### src/verilog/relay_switch_params.svh
`ifndef RELAY_SWITCH_PARAMS_SVH
`define RELAY_SWITCH_PARAMS_SVH

`define NUM_CH             8
`define FRAME_BITS         16
`define BIT_CNT_W          5
`define BIT_CNT_MAX        5'h1F

`define CLK_PERIOD_NS      100
`define OVL_OFF_DELAY_NS   60000
`define OL_DELAY_NS        100000
// longest time rounds down, least time rounds up
`define OVL_CYCLES         (`OVL_OFF_DELAY_NS / `CLK_PERIOD_NS)
`define OL_CYCLES          ((`OL_DELAY_NS + `CLK_PERIOD_NS - 1) / `CLK_PERIOD_NS)
// input sync (2) and output flop (1) plus trip cycle eat 4 of the budget
`define OVL_SYNC_MARGIN    4
`define CNT_W              10
`define OVL_TRIP_CNT       (`CNT_W'(`OVL_CYCLES - `OVL_SYNC_MARGIN))
`define OL_TRIP_CNT        (`CNT_W'(`OL_CYCLES - 1))

`define BANK_CFG           1'h0
`define BANK_DIAG          1'h1
`define ADDR_DCCR0         3'h4
`define ADDR_DCCR1         3'h5
`define ADDR_CMD           3'h6

`define CMD_CPL_BIT        0

`define SRC_OFF            2'h0
`define SRC_IN1            2'h1
`define SRC_IN2            2'h2
`define SRC_ON             2'h3

`define SRC_SEL_RST        16'h0000
`define DCEN_RST           8'h00
`define CMD_RST            4'h0

`endif

### src/verilog/relay_switch_pkg.sv
package relay_switch_pkg;

   typedef enum logic [0:0] {SPI_IDLE, SPI_SHIFT} spi_state_type;

   // one 16-bit frame, MSB first on the wire
   typedef struct packed {
      logic       write;
      logic       bank;
      logic [2:0] addr;
      logic [6:0] pad;
      logic [3:0] data;
   } spi_frame_type;

   typedef struct packed {
      logic       cs_n;
      logic       sclk;
      logic       mosi;
      logic       in1;
      logic       in2;
      logic [7:0] overload;
      logic [7:0] overtemp;
      logic [7:0] ol_cmp;
   } pin_sample_type;

endpackage

### src/verilog/relay_switch_protect_diag.sv
// Overview of operation
// RL1 - Each channel has a 2-bit source field, two per register at 1:0 and 3:2: 00 off, 01 input one, 10 input two, 11 on.
// RL2 - An overloaded channel is switched off within the 60 us overload delay and its protection fault flag is set.
// RL3 - After a protective shutdown the channel stays off until the host writes one to the clear-protection-latch bit.
// RL4 - The clear-protection-latch bit returns to zero by itself at the next valid frame after the one that set it.
// RL5 - An over-temperature indication switches the channel off and sets its protection fault flag.
// RL6 - Over-temperature also sets the protection fault flag while the channel is off.
// RL7 - Protection fault flags stay latched until the clear command; reading does not clear them.
// RL8 - The open-load flag stays latched and is cleared by reading the diagnosis register holding it.
// RL9 - No open-load detection takes place while a channel is on.
// RL10 - In the off state the open-load flag is set once the comparator condition persists for the open-load delay.
// RL11 - The diagnosis current of a channel is applied only while its enable bit is set.
// RL12 - The open-load delay lies between 100 and 250 us.
// RL13 - A channel following an input pin is on while that pin is high and off while it is low.
`timescale 1ns/1ps
`include "relay_switch_params.svh"

module relay_switch_protect_diag
   import relay_switch_pkg::*;
(
   input  wire logic                i_core_clk,      // core clock, 10 MHz
   input  wire logic                i_sys_rst,       // sync reset, high
   input  wire logic                i_clk_en,        // freezes state when low
   input  wire logic                i_spi_cs_n,      // spi chip select
   input  wire logic                i_spi_sclk,      // spi clock, sampled
   input  wire logic                i_spi_mosi,      // spi data in
   output      logic                o_spi_miso,      // spi data out
   input  wire logic                i_in1,           // input pin one
   input  wire logic                i_in2,           // input pin two
   input  wire logic [`NUM_CH-1:0]  i_overload,      // overcurrent sense
   input  wire logic [`NUM_CH-1:0]  i_overtemp,      // overtemperature
   input  wire logic [`NUM_CH-1:0]  i_open_load_cmp, // off-state level cmp
   output      logic [`NUM_CH-1:0]  o_channel_on,    // power stage gate
   output      logic [`NUM_CH-1:0]  o_diag_current   // diag current enable
);

   function automatic logic src_decode(input logic [1:0] sel,
                                       input logic       in1,
                                       input logic       in2);
      logic on;
      on = 1'b0;
      case (sel)
         `SRC_OFF: on = 1'b0;
         `SRC_IN1: on = in1;
         `SRC_IN2: on = in2;
         `SRC_ON:  on = 1'b1;
         default:  on = 1'b0;
      endcase
      return on;
   endfunction

   // synchronisers: s1 is read only by s2
   pin_sample_type pin_now;
   pin_sample_type s1_q, s1_d;
   pin_sample_type s2_q, s2_d;
   logic           sclk_prev_q, sclk_prev_d;

   always_comb
   begin
      pin_now     = '{i_spi_cs_n, i_spi_sclk, i_spi_mosi, i_in1, i_in2,
                      i_overload, i_overtemp, i_open_load_cmp};
      s1_d        = pin_now;
      s2_d        = s1_q;
      sclk_prev_d = s2_q.sclk;
   end

   always_ff @(posedge i_core_clk)
   begin
      if (i_sys_rst)
      begin
         // select idles high, so no false frame start after reset
         s1_q        <= '{cs_n: 1'b1, default: '0};
         s2_q        <= '{cs_n: 1'b1, default: '0};
         sclk_prev_q <= 1'b0;
      end
      else if (i_clk_en)
      begin
         s1_q        <= s1_d;
         s2_q        <= s2_d;
         sclk_prev_q <= sclk_prev_d;
      end
   end

   // register file
   logic [15:0]         src_sel_q, src_sel_d;
   logic [`NUM_CH-1:0]  dcen_q, dcen_d;
   logic [3:0]          cmd_q, cmd_d;
   logic [`NUM_CH-1:0]  fault_q, fault_d;
   logic [`NUM_CH-1:0]  ol_q, ol_d;

   function automatic logic [3:0] read_reg(input spi_frame_type f);
      logic [3:0] r;
      r = 4'h0;
      if (f.bank == `BANK_DIAG)
      begin
         if (!f.addr[2])
            r = {ol_q[{f.addr[1:0], 1'b1}], fault_q[{f.addr[1:0], 1'b1}],
                 ol_q[{f.addr[1:0], 1'b0}], fault_q[{f.addr[1:0], 1'b0}]};
      end
      else
      begin
         case (f.addr)
            `ADDR_DCCR0: r = dcen_q[3:0];
            `ADDR_DCCR1: r = dcen_q[7:4];
            `ADDR_CMD:   r = cmd_q;
            default:     r = f.addr[2] ? 4'h0
                                       : src_sel_q[{f.addr[1:0], 2'h0} +: 4];
         endcase
      end
      return r;
   endfunction

   // spi slave, mode 0, response of a frame goes out in the next one
   spi_state_type         state_q, state_d;
   logic [`BIT_CNT_W-1:0] bit_cnt_q, bit_cnt_d;
   logic [15:0]           shin_q, shin_d;
   logic [15:0]           shout_q, shout_d;
   logic                  miso_q, miso_d;
   logic                  frame_valid;
   spi_frame_type         frame;
   logic                  sclk_rise;
   logic                  sclk_fall;

   always_comb
   begin
      state_d     = state_q;
      bit_cnt_d   = bit_cnt_q;
      shin_d      = shin_q;
      shout_d     = shout_q;
      miso_d      = miso_q;
      frame_valid = 1'b0;
      frame       = shin_q;
      sclk_rise   = s2_q.sclk & ~sclk_prev_q;
      sclk_fall   = ~s2_q.sclk & sclk_prev_q;
      case (state_q)
         SPI_IDLE:
         begin
            if (!s2_q.cs_n)
            begin
               state_d   = SPI_SHIFT;
               bit_cnt_d = '0;
               miso_d    = shout_q[15];
            end
         end
         SPI_SHIFT:
         begin
            if (s2_q.cs_n)
            begin
               state_d = SPI_IDLE;
               // only an exact-length frame is valid
               if (bit_cnt_q == `BIT_CNT_W'(`FRAME_BITS))
               begin
                  frame_valid = 1'b1;
                  shout_d     = {frame.write, frame.bank, frame.addr,
                                 7'h00, read_reg(frame)};
               end
            end
            else if (sclk_rise)
            begin
               shin_d = {shin_q[14:0], s2_q.mosi};
               if (bit_cnt_q != `BIT_CNT_MAX)
                  bit_cnt_d = bit_cnt_q + `BIT_CNT_W'(1);
            end
            else if (sclk_fall)
            begin
               shout_d = {shout_q[14:0], 1'b0};
               miso_d  = shout_q[14];
            end
         end
         default: state_d = SPI_IDLE;
      endcase
   end

   always_ff @(posedge i_core_clk)
   begin
      if (i_sys_rst)
      begin
         state_q   <= SPI_IDLE;
         bit_cnt_q <= '0;
         shin_q    <= '0;
         shout_q   <= '0;
         miso_q    <= 1'b0;
      end
      else if (i_clk_en)
      begin
         state_q   <= state_d;
         bit_cnt_q <= bit_cnt_d;
         shin_q    <= shin_d;
         shout_q   <= shout_d;
         miso_q    <= miso_d;
      end
   end

   logic cfg_write;
   logic diag_read;
   logic cpl_pulse;

   always_comb
   begin
      src_sel_d = src_sel_q;
      dcen_d    = dcen_q;
      cmd_d     = cmd_q;
      cfg_write = frame_valid & frame.write & (frame.bank == `BANK_CFG);
      diag_read = frame_valid & ~frame.write & (frame.bank == `BANK_DIAG);
      cpl_pulse = 1'b0;
      if (frame_valid)
         cmd_d[`CMD_CPL_BIT] = 1'b0;                          // [RL4]
      if (cfg_write)
      begin
         case (frame.addr)
            `ADDR_DCCR0: dcen_d[3:0] = frame.data;            // [RL11]
            `ADDR_DCCR1: dcen_d[7:4] = frame.data;            // [RL11]
            `ADDR_CMD:
            begin
               cmd_d     = frame.data;
               cpl_pulse = frame.data[`CMD_CPL_BIT];          // [RL3]
            end
            default:
               if (!frame.addr[2])
                  src_sel_d[{frame.addr[1:0], 2'h0} +: 4] = frame.data; // [RL1]
         endcase
      end
   end

   always_ff @(posedge i_core_clk)
   begin
      if (i_sys_rst)
      begin
         src_sel_q <= `SRC_SEL_RST;
         dcen_q    <= `DCEN_RST;
         cmd_q     <= `CMD_RST;
      end
      else if (i_clk_en)
      begin
         src_sel_q <= src_sel_d;
         dcen_q    <= dcen_d;
         cmd_q     <= cmd_d;
      end
   end

   // protection and diagnosis per channel
   logic [`CNT_W-1:0]  ovl_cnt_q [`NUM_CH];
   logic [`CNT_W-1:0]  ovl_cnt_d [`NUM_CH];
   logic [`CNT_W-1:0]  ol_cnt_q  [`NUM_CH];
   logic [`CNT_W-1:0]  ol_cnt_d  [`NUM_CH];
   logic [`NUM_CH-1:0] on_q, on_d;
   logic [`NUM_CH-1:0] cmd_on;
   logic [`NUM_CH-1:0] ol_clr;

   always_comb
   begin
      fault_d = fault_q;
      ol_d    = ol_q;
      on_d    = on_q;
      cmd_on  = '0;
      ol_clr  = '0;
      for (int i = 0; i < `NUM_CH; i++)
      begin
         ovl_cnt_d[i] = ovl_cnt_q[i];
         ol_cnt_d[i]  = ol_cnt_q[i];
         cmd_on[i]    = src_decode(src_sel_q[2*i +: 2],
                                   s2_q.in1, s2_q.in2);       // [RL1] [RL13]
         // clear first, so a same-cycle set wins
         if (cpl_pulse)
            fault_d[i] = 1'b0;                                // [RL3] [RL7]
         if (on_q[i] && s2_q.overload[i])
         begin
            if (ovl_cnt_q[i] == `OVL_TRIP_CNT)
               fault_d[i] = 1'b1;                             // [RL2]
            else
               ovl_cnt_d[i] = ovl_cnt_q[i] + `CNT_W'(1);
         end
         else
            ovl_cnt_d[i] = '0;
         if (s2_q.overtemp[i])
            fault_d[i] = 1'b1;                                // [RL5] [RL6]
         ol_clr[i] = diag_read && !frame.addr[2] &&
                     (frame.addr[1:0] == 2'(i / 2));
         if (ol_clr[i])
            ol_d[i] = 1'b0;                                   // [RL8]
         // off-state only; counter held at zero while on
         if (!on_q[i] && s2_q.ol_cmp[i])
         begin                                                // [RL9]
            if (ol_cnt_q[i] == `OL_TRIP_CNT)
               ol_d[i] = 1'b1;                                // [RL10] [RL12]
            else
               ol_cnt_d[i] = ol_cnt_q[i] + `CNT_W'(1);
         end
         else
            ol_cnt_d[i] = '0;
         on_d[i] = cmd_on[i] & ~fault_d[i];                   // [RL3] [RL5]
      end
   end

   always_ff @(posedge i_core_clk)
   begin
      if (i_sys_rst)
      begin
         fault_q <= '0;
         ol_q    <= '0;
         on_q    <= '0;
         for (int i = 0; i < `NUM_CH; i++)
         begin
            ovl_cnt_q[i] <= '0;
            ol_cnt_q[i]  <= '0;
         end
      end
      else if (i_clk_en)
      begin
         fault_q <= fault_d;
         ol_q    <= ol_d;
         on_q    <= on_d;
         for (int i = 0; i < `NUM_CH; i++)
         begin
            ovl_cnt_q[i] <= ovl_cnt_d[i];
            ol_cnt_q[i]  <= ol_cnt_d[i];
         end
      end
   end

   assign o_spi_miso     = miso_q;
   assign o_channel_on   = on_q;
   assign o_diag_current = dcen_q;                            // [RL11]

endmodule // relay_switch_protect_diag

### config.mk
export PLATFORM = sky130hd
export DESIGN_NAME = relay_switch_protect_diag
export DESIGN_NICKNAME = d
export VERILOG_FILES = /design/src/verilog/relay_switch_pkg.sv /design/src/verilog/relay_switch_protect_diag.sv
export VERILOG_INCLUDE_DIRS = /design/src /design/src/verilog
export SDC_FILE = /design/constraint.sdc
export NUM_CORES = 1
export LEC_CHECK = 0
export ABC_AREA = 1
export BUFFER_PORTS_ARGS = -buffer_cell sky130_fd_sc_hd__buf_2
export CORE_MARGIN = 5
export CORE_UTILIZATION = 50
export DETAILED_ROUTE_END_ITERATION = 8
export PLACE_DENSITY = 0.66
export SLEW_MARGIN = 20
export SYNTH_ARGS = -nofsm -noshare
export SYNTH_HDL_FRONTEND = slang
export SYNTH_SLANG_ARGS = --single-unit
### constraint.sdc
create_clock -name i_core_clk -period 2.5 [get_ports i_core_clk]
set_input_delay 0.375 -clock i_core_clk [delete_from_list [all_inputs] [get_ports i_core_clk]]
set_output_delay 0.375 -clock i_core_clk [all_outputs]
set_load 0.02 [all_outputs]
==> Word level (Yosys, flattened, before mapping) <==
Memories as Yosys holds them, arrays and structs flattened.
Cells that the tools add are included.
{ "op_classes": {"addsub": 18, "n_lt_le_gt_ge": 2, "n_eq_ne": 56, "shifts": 3, "muxes": 153, "bitwise_logic": 46, "n_reduce_logical": 49} }
{ "op_table": {"columns": ["op", "n"], "rows": [
  ["two-way mux 10 bit", 48],
  ["adder 10 x 1 -> 10 bit, second input constant", 16],
  ["equality test 10 bit, second input constant", 16],
  ["two-way mux 1 bit", 78],
  ["two-way mux 16 bit", 4],
  ["equality test 2 bit, second input constant", 18],
  ["one-hot mux 1 bit (4 select lines)", 8],
  ["logical AND 1 bit", 21],
  ["two-way mux 5 bit", 4],
  ["equality test 2 x 1 -> 1 bit, second input constant", 9],
  ["zero test 2 bit", 9],
  ["bitwise mux 16 bit", 1],
  ["inverter 1 bit", 16],
  ["bitwise OR 1 bit", 16],
  ["variable shift 4 x 6 -> 16 bit, first input constant", 1],
  ["variable part select 16 x 5 -> 4 bit", 1],
  ["variable part select 4 x 6 -> 16 bit", 1],
  ["AND reduction 5 bit", 3],
  ["AND 1 bit", 14],
  ["two-way mux 4 bit", 3],
  ["one-hot mux 4 bit (3 select lines)", 1],
  ["one-hot mux 5 bit (2 select lines)", 1],
  ["equality test 3 bit, second input constant", 3],
  ["zero test 1 bit", 9],
  ["other kinds (13)", 26]
]} }
{ "totals": {"ff_bits": 150, "ram_bits": 160, "input_bits": 32, "out_inout_bits": 17, "elab_cells": 359, "memories": 2} }
{ "memory_table": {"columns": ["name", "depth", "width", "read_ports", "rd_clocked_by_memory_dff", "wr", "line", "source"], "rows": [
  ["ol_cnt_q", 8, 10, 8, 0, 8, "relay_switch_protect_diag.sv:244", "logic [`CNT_W-1:0] ol_cnt_q [`NUM_CH];"],
  ["ovl_cnt_q", 8, 10, 8, 0, 8, "relay_switch_protect_diag.sv:242", "logic [`CNT_W-1:0] ovl_cnt_q [`NUM_CH];"]
]} }

==> Longest topological paths before layout <==
{ "depth": {"word_depth": 13, "ltp_mapped": 12, "depth_no_buf": 11} }

==> Least setup slack after synthesis <==
OpenSTA, ideal clock, no wires.
{ "synth_path": {"path_kind": "register to register", "from": "memory ol_cnt_q[0][20] (netlist name)", "to": "memory ol_cnt_q[0][20] (netlist name) (enable)", "setup_time_ns": 0.391, "arrival_time_ns": 1.613, "required_ns": 2.109, "setup_slack_ns": 0.496, "stages_incl_launch_ff": 7, "path_buffers": 0, "period_less_slack_ns": 2.004, "cell_sequence": "edfxtp_1 -> ha_1 -> nand2_1 -> inv_1 -> nand3_1 -> nor4_1 -> o21ai_0"} }
{ "synth_rtl": {"columns": ["item", "line"], "rows": [
  ["start: declaration", "relay_switch_protect_diag.sv:244"]
]} }

==> Worst setup path after layout <==
{ "layout_path": {"from": "register shin_q[12] (netlist: frame[12])", "to": "register src_sel_q[3]"} }
{ "layout_between": {"elab_chain_cells": 4, "word_cells_on_any_way": 10, "classes_between": "add/sub (1); eq/ne (3); shift (2); mux (1); bitwise (1); reduce/logical (2)"} }
{ "layout_lines": {"columns": ["item", "line", "source"], "rows": [
  ["start: declaration", "relay_switch_protect_diag.sv:116", "logic [15:0] shin_q, shin_d;"],
  ["start signal: assignment", "relay_switch_protect_diag.sv:188", "shin_q <= shin_d;"],
  ["parallel branches: the longest is 4 deep, another holds negator 4 -> 6 bit", null, null],
  ["end signal: assignment", "relay_switch_protect_diag.sv:229", "src_sel_q <= `SRC_SEL_RST;"],
  ["end signal: assignment", "relay_switch_protect_diag.sv:235", "src_sel_q <= src_sel_d;"],
  ["end: declaration", "relay_switch_protect_diag.sv:85", "logic [15:0] src_sel_q, src_sel_d;"]
]} }
Several ways; the timed one is not identified.
A chain may end at the register's enable or synchronous reset.

==> metrics.md <==
| Metric | Value |
|---|---|
| Most frequent cells after synthesis | `nand2_1 (366), inv_1 (277), nor2_1 (196)` |
| Top post-synthesis cells by area | `edfxtp_1 (32%), dfxtp_1 (20%), nand2_1 (9.2%), inv_1 (6.9%), o21ai_0 (5.1%)` |
| Num CTS Buffers | `34` |
| RePlAce Congestion | `0.881` |
| Crit Path Max Fanout | `13` |
| DIE WIDTH | `183 um` |
| Layout cell share with drive strength beyond 1 | `7.57%` |
| Chip height | `183 um` |
| Final Skew | `0.0140 ns` |
| Fin cells | `2332` |
| Ports | `49` |
| Rel. slew slack | `43.8%` |
| Leading area contributor after synthesis | `edfxtp_1` |
| Hold/Removal Path Class | `input pin to register` |
| Clk slew on worst S/H paths | `0.06 ns` |
| Status | `complete, no violations` |
| Peak Freq | `492 MHz` |
| Arrival time at the worst endpoint | `2.47 ns` |
| Seq. cell area | `7810 um^2` |
| Final net count | `1981` |
| Asr flop ratio synth | `0%` |
| M1 wire length | `16.0 mm` |
| Area share of the largest cell type after synthesis | `32.0%` |
| Prevailing post-synth register cell | `edfxtp_1` |
| CTS sink cnt | `310` |
| First-pass GRT wire length | `54.8 mm` |
| Slowest Stage Delay on Critical Path | `0.46 ns` |
| Simple-gate area share of the yosys netlist | `24.1%` |
| Synth Register Bits | `310` |
| # placed instances | `2270` |
| Data required, critical path | `2.94 ns` |
| Largest net degree at the start of global routing | `54` |
| Syn_nets | `1924` |
| CTS resizes | `0` |
| Die area | `33600 um^2` |
| Largest family of logic cells by synthesized area | `simple AND/OR/NAND/NOR gates` |
| Maximum vdd drop | `0.000587 V` |
| Synthesized area | `15000 um^2` |
| Grt ovf | `0` |
| DRT Wirelength | `33.4 mm` |
| Antenna Nets Post-Route | `0` |
| Top-count cell post-synth | `nand2_1` |
| Initial antenna violation count | `0` |
| Setup_tns | `0 ns` |
| RSZ-0062 raised after global routing | `no` |
| Core area | `29600 um^2` |
| CTS tree | `built` |
| Root Buffer Master | `clkbuf_16` |
| Port Buffers | `48` |
| Post-synth EDFFs | `160` |
| # hold bufs at CTS | `0` |
| Tcrit/Tclk final | `81.2%` |
| Number of diodes | `0` |
| Multi-input gate area | `5930 um^2` |
| DRC viols | `0` |
| Critical path endpoint category | `register` |
| Filler cells | `2733` |
| Highest metal layer with signal wires | `met4` |
| Mux cell area share after synthesis | `0%` |
| Vias in the first global route | `11200` |
| Wire per inst | `14.3 um` |
| # setup viols final | `0` |
| Leakage | `0.00656 uW` |
| Initial DRC Count | `913` |
| Cell chain of the critical path | `inv_2, ha_1, inv_1, nor3_1, nand2_1, or2_0, a21oi_1` |
| Crit path launch type | `register` |
| Post-CTS Setup Bufs | `0` |
| Largest delay share family, worst path | `simple AND/OR/NAND/NOR gates` |
| GRT Overall Usage | `19.5%` |
| Xor/xnor share of the synthesized area | `0.525%` |
| PD cells | `650 nW/um^2` |
| Clock Path Buffers | `3` |
| Met3 WL | `1.30 mm` |
| Worst slew pin tran | `0.840 ns` |
| Sequential-to-total area share from yosys stat | `52.0%` |
| H-tree levels | `2` |
| Ys Warns | `0` |
| Syn avg cell area | `8.07 um^2` |
| Std-Cell Rows | `63` |
| Post-Synth Adder-Cell Area | `2.75%` |
| Minimum clock period | `2.03 ns` |
| Initial Util | `50.6%` |
| Synth-to-layout area growth | `12.0%` |
| Slowest CP cell | `ha_1` |
| Gate Count Post-Synth | `1859` |
| DP HPWL | `23.6 mm` |
| DR pass1 iterations | `5` |
| DR WL met2 | `15.4 mm` |
| Via count | `12200` |
| Pins over their slew limit | `0` |
| Skew-Pair Late Insertion Delay | `0.51 ns` |
| Setup CP Type | `register to register` |
| CP Buf/Inv Count | `2` |
| Compound-cell area share of the yosys netlist | `12.2%` |
| Final hold vios | `0` |
| Max-Cap Viols | `0` |
| Via-to-Cell Ratio | `5.22` |
| Netlist cell types | `39` |
-- flip-flops by register name (all words and copies together), names as in the netlist, 4 cells and up --
signal,count
s2_q,28
ol_cnt_q,80
cmd_q,4
fault_q,8
o_channel_on,8
ol_q,8
bit_cnt_q,5
o_diag_current,8
frame,16
s1_q,29
ovl_cnt_q,80
src_sel_q,16
shout_q,16
-- cells in the final DEF (no fill, tap or decap), drive strengths merged --
| cell | instances |
|---|---|
| nor3b | 7 |
| nor2 | 205 |
| xnor2 | 3 |
| nand2 | 370 |
| or3 | 1 |
| a41oi | 1 |
| o211ai | 6 |
| edfxtp | 160 |
| o21bai | 3 |
| o21a | 16 |
| ha | 33 |
| nand3 | 118 |
| or2 | 5 |
| nand4 | 31 |
| o21ai | 154 |
| o22ai | 18 |
| clkinv | 7 |
| nor4 | 13 |
| inv | 282 |
| nand3b | 3 |
| and3 | 6 |
| a22oi | 1 |
| a21oi | 137 |
| dfxtp | 150 |
| buf | 70 |
| a31oi | 7 |
| nor3 | 70 |
| xor2 | 6 |
| clkbuf | 58 |
| a211oi | 1 |
-- metal layers --
| metal | vias to the layer above | GRT usage [%] |
|---|---|---|
| li1 | 6293 | - |
| met1 | 5570 | 27.5 |
| met2 | 254 | 31.8 |
| met3 | 55 | 2.52 |
| met4 | 0 | 5.39 |
| met5 | - | 0 |
-- layout make-up --
cell class | count | area share [%]
Multi-Input combinational cell | 1215 | 35.3
Clock buffer | 58 | 6.39
Timing Repair Buffer | 70 | 2.49
Sequential cell | 310 | 46.4
Clock inverter | 4 | 0.112
Inverter | 285 | 6.36
Tap cell | 390 | 2.90
-- per-stage QoR --
| stage | instance area (um^2) | util, % | hold WS (ns) | total power, uW | worst slack, ns |
|---|---|---|---|---|---|
| floorplan | 15000 | - | 0.423 | 5980 | 0.496 |
| detailed placement | 15700 | 53.0 | 0.441 | 6160 | 0.294 |
| finish | 16800 | 56.7 | 0.0676 | 10900 | 0.469 |
| global route | 16800 | 56.7 | 0.0693 | 11300 | 0.261 |
| global placement | 15700 | 53.0 | 0.435 | 6140 | 0.367 |
| CTS | 16800 | 56.7 | 0.0497 | 11000 | 0.466 |
-- cell families (layout without fill, tap and decap cells) --
logic type,Yosys count,in the layout
XOR/XNOR,9,9
AND/OR/NAND/NOR,829,829
flip-flops,310,310
AO/OA/AOI/OAI,344,344
buffers and inverters,334,417
adder cells (fa/ha/maj),33,33
-- power breakdown --
part	internal [uW]	leakage [uW]	switching, uW
clock	2920	0.000536	1950
sequential	5500	0.00300	123
combinational	129	0.00303	296
-- final timing paths --
| check | start | endpoint | slack (ns) | cells past startpoint |
|---|---|---|---|---|
| max | frame[12]$_SDFFE_PP0P_ | src_sel_q[3]$_SDFFE_PP0P_ | 0.47 | 7 |
| min reg2reg | shout_q[12]$_SDFFE_PP0P_ | shout_q[12]$_SDFFE_PP0P_ | 0.45 | 2 |
| min | i_overload[2] | s1_q[18]$_SDFFE_PP0P_ | 0.07 | 3 |
| max reg2reg | frame[12]$_SDFFE_PP0P_ | src_sel_q[3]$_SDFFE_PP0P_ | 0.47 | 7 |
-- worst register-to-register path: stages, from the launching register on --
cell     delay (ns)
dfxtp_1        0.35
inv_2          0.22
ha_1           0.46
inv_1          0.28
nor3_1         0.26
nand2_1        0.07
or2_0          0.22
a21oi_1        0.11
Note: power is estimated with default switching activity, not from simulation.
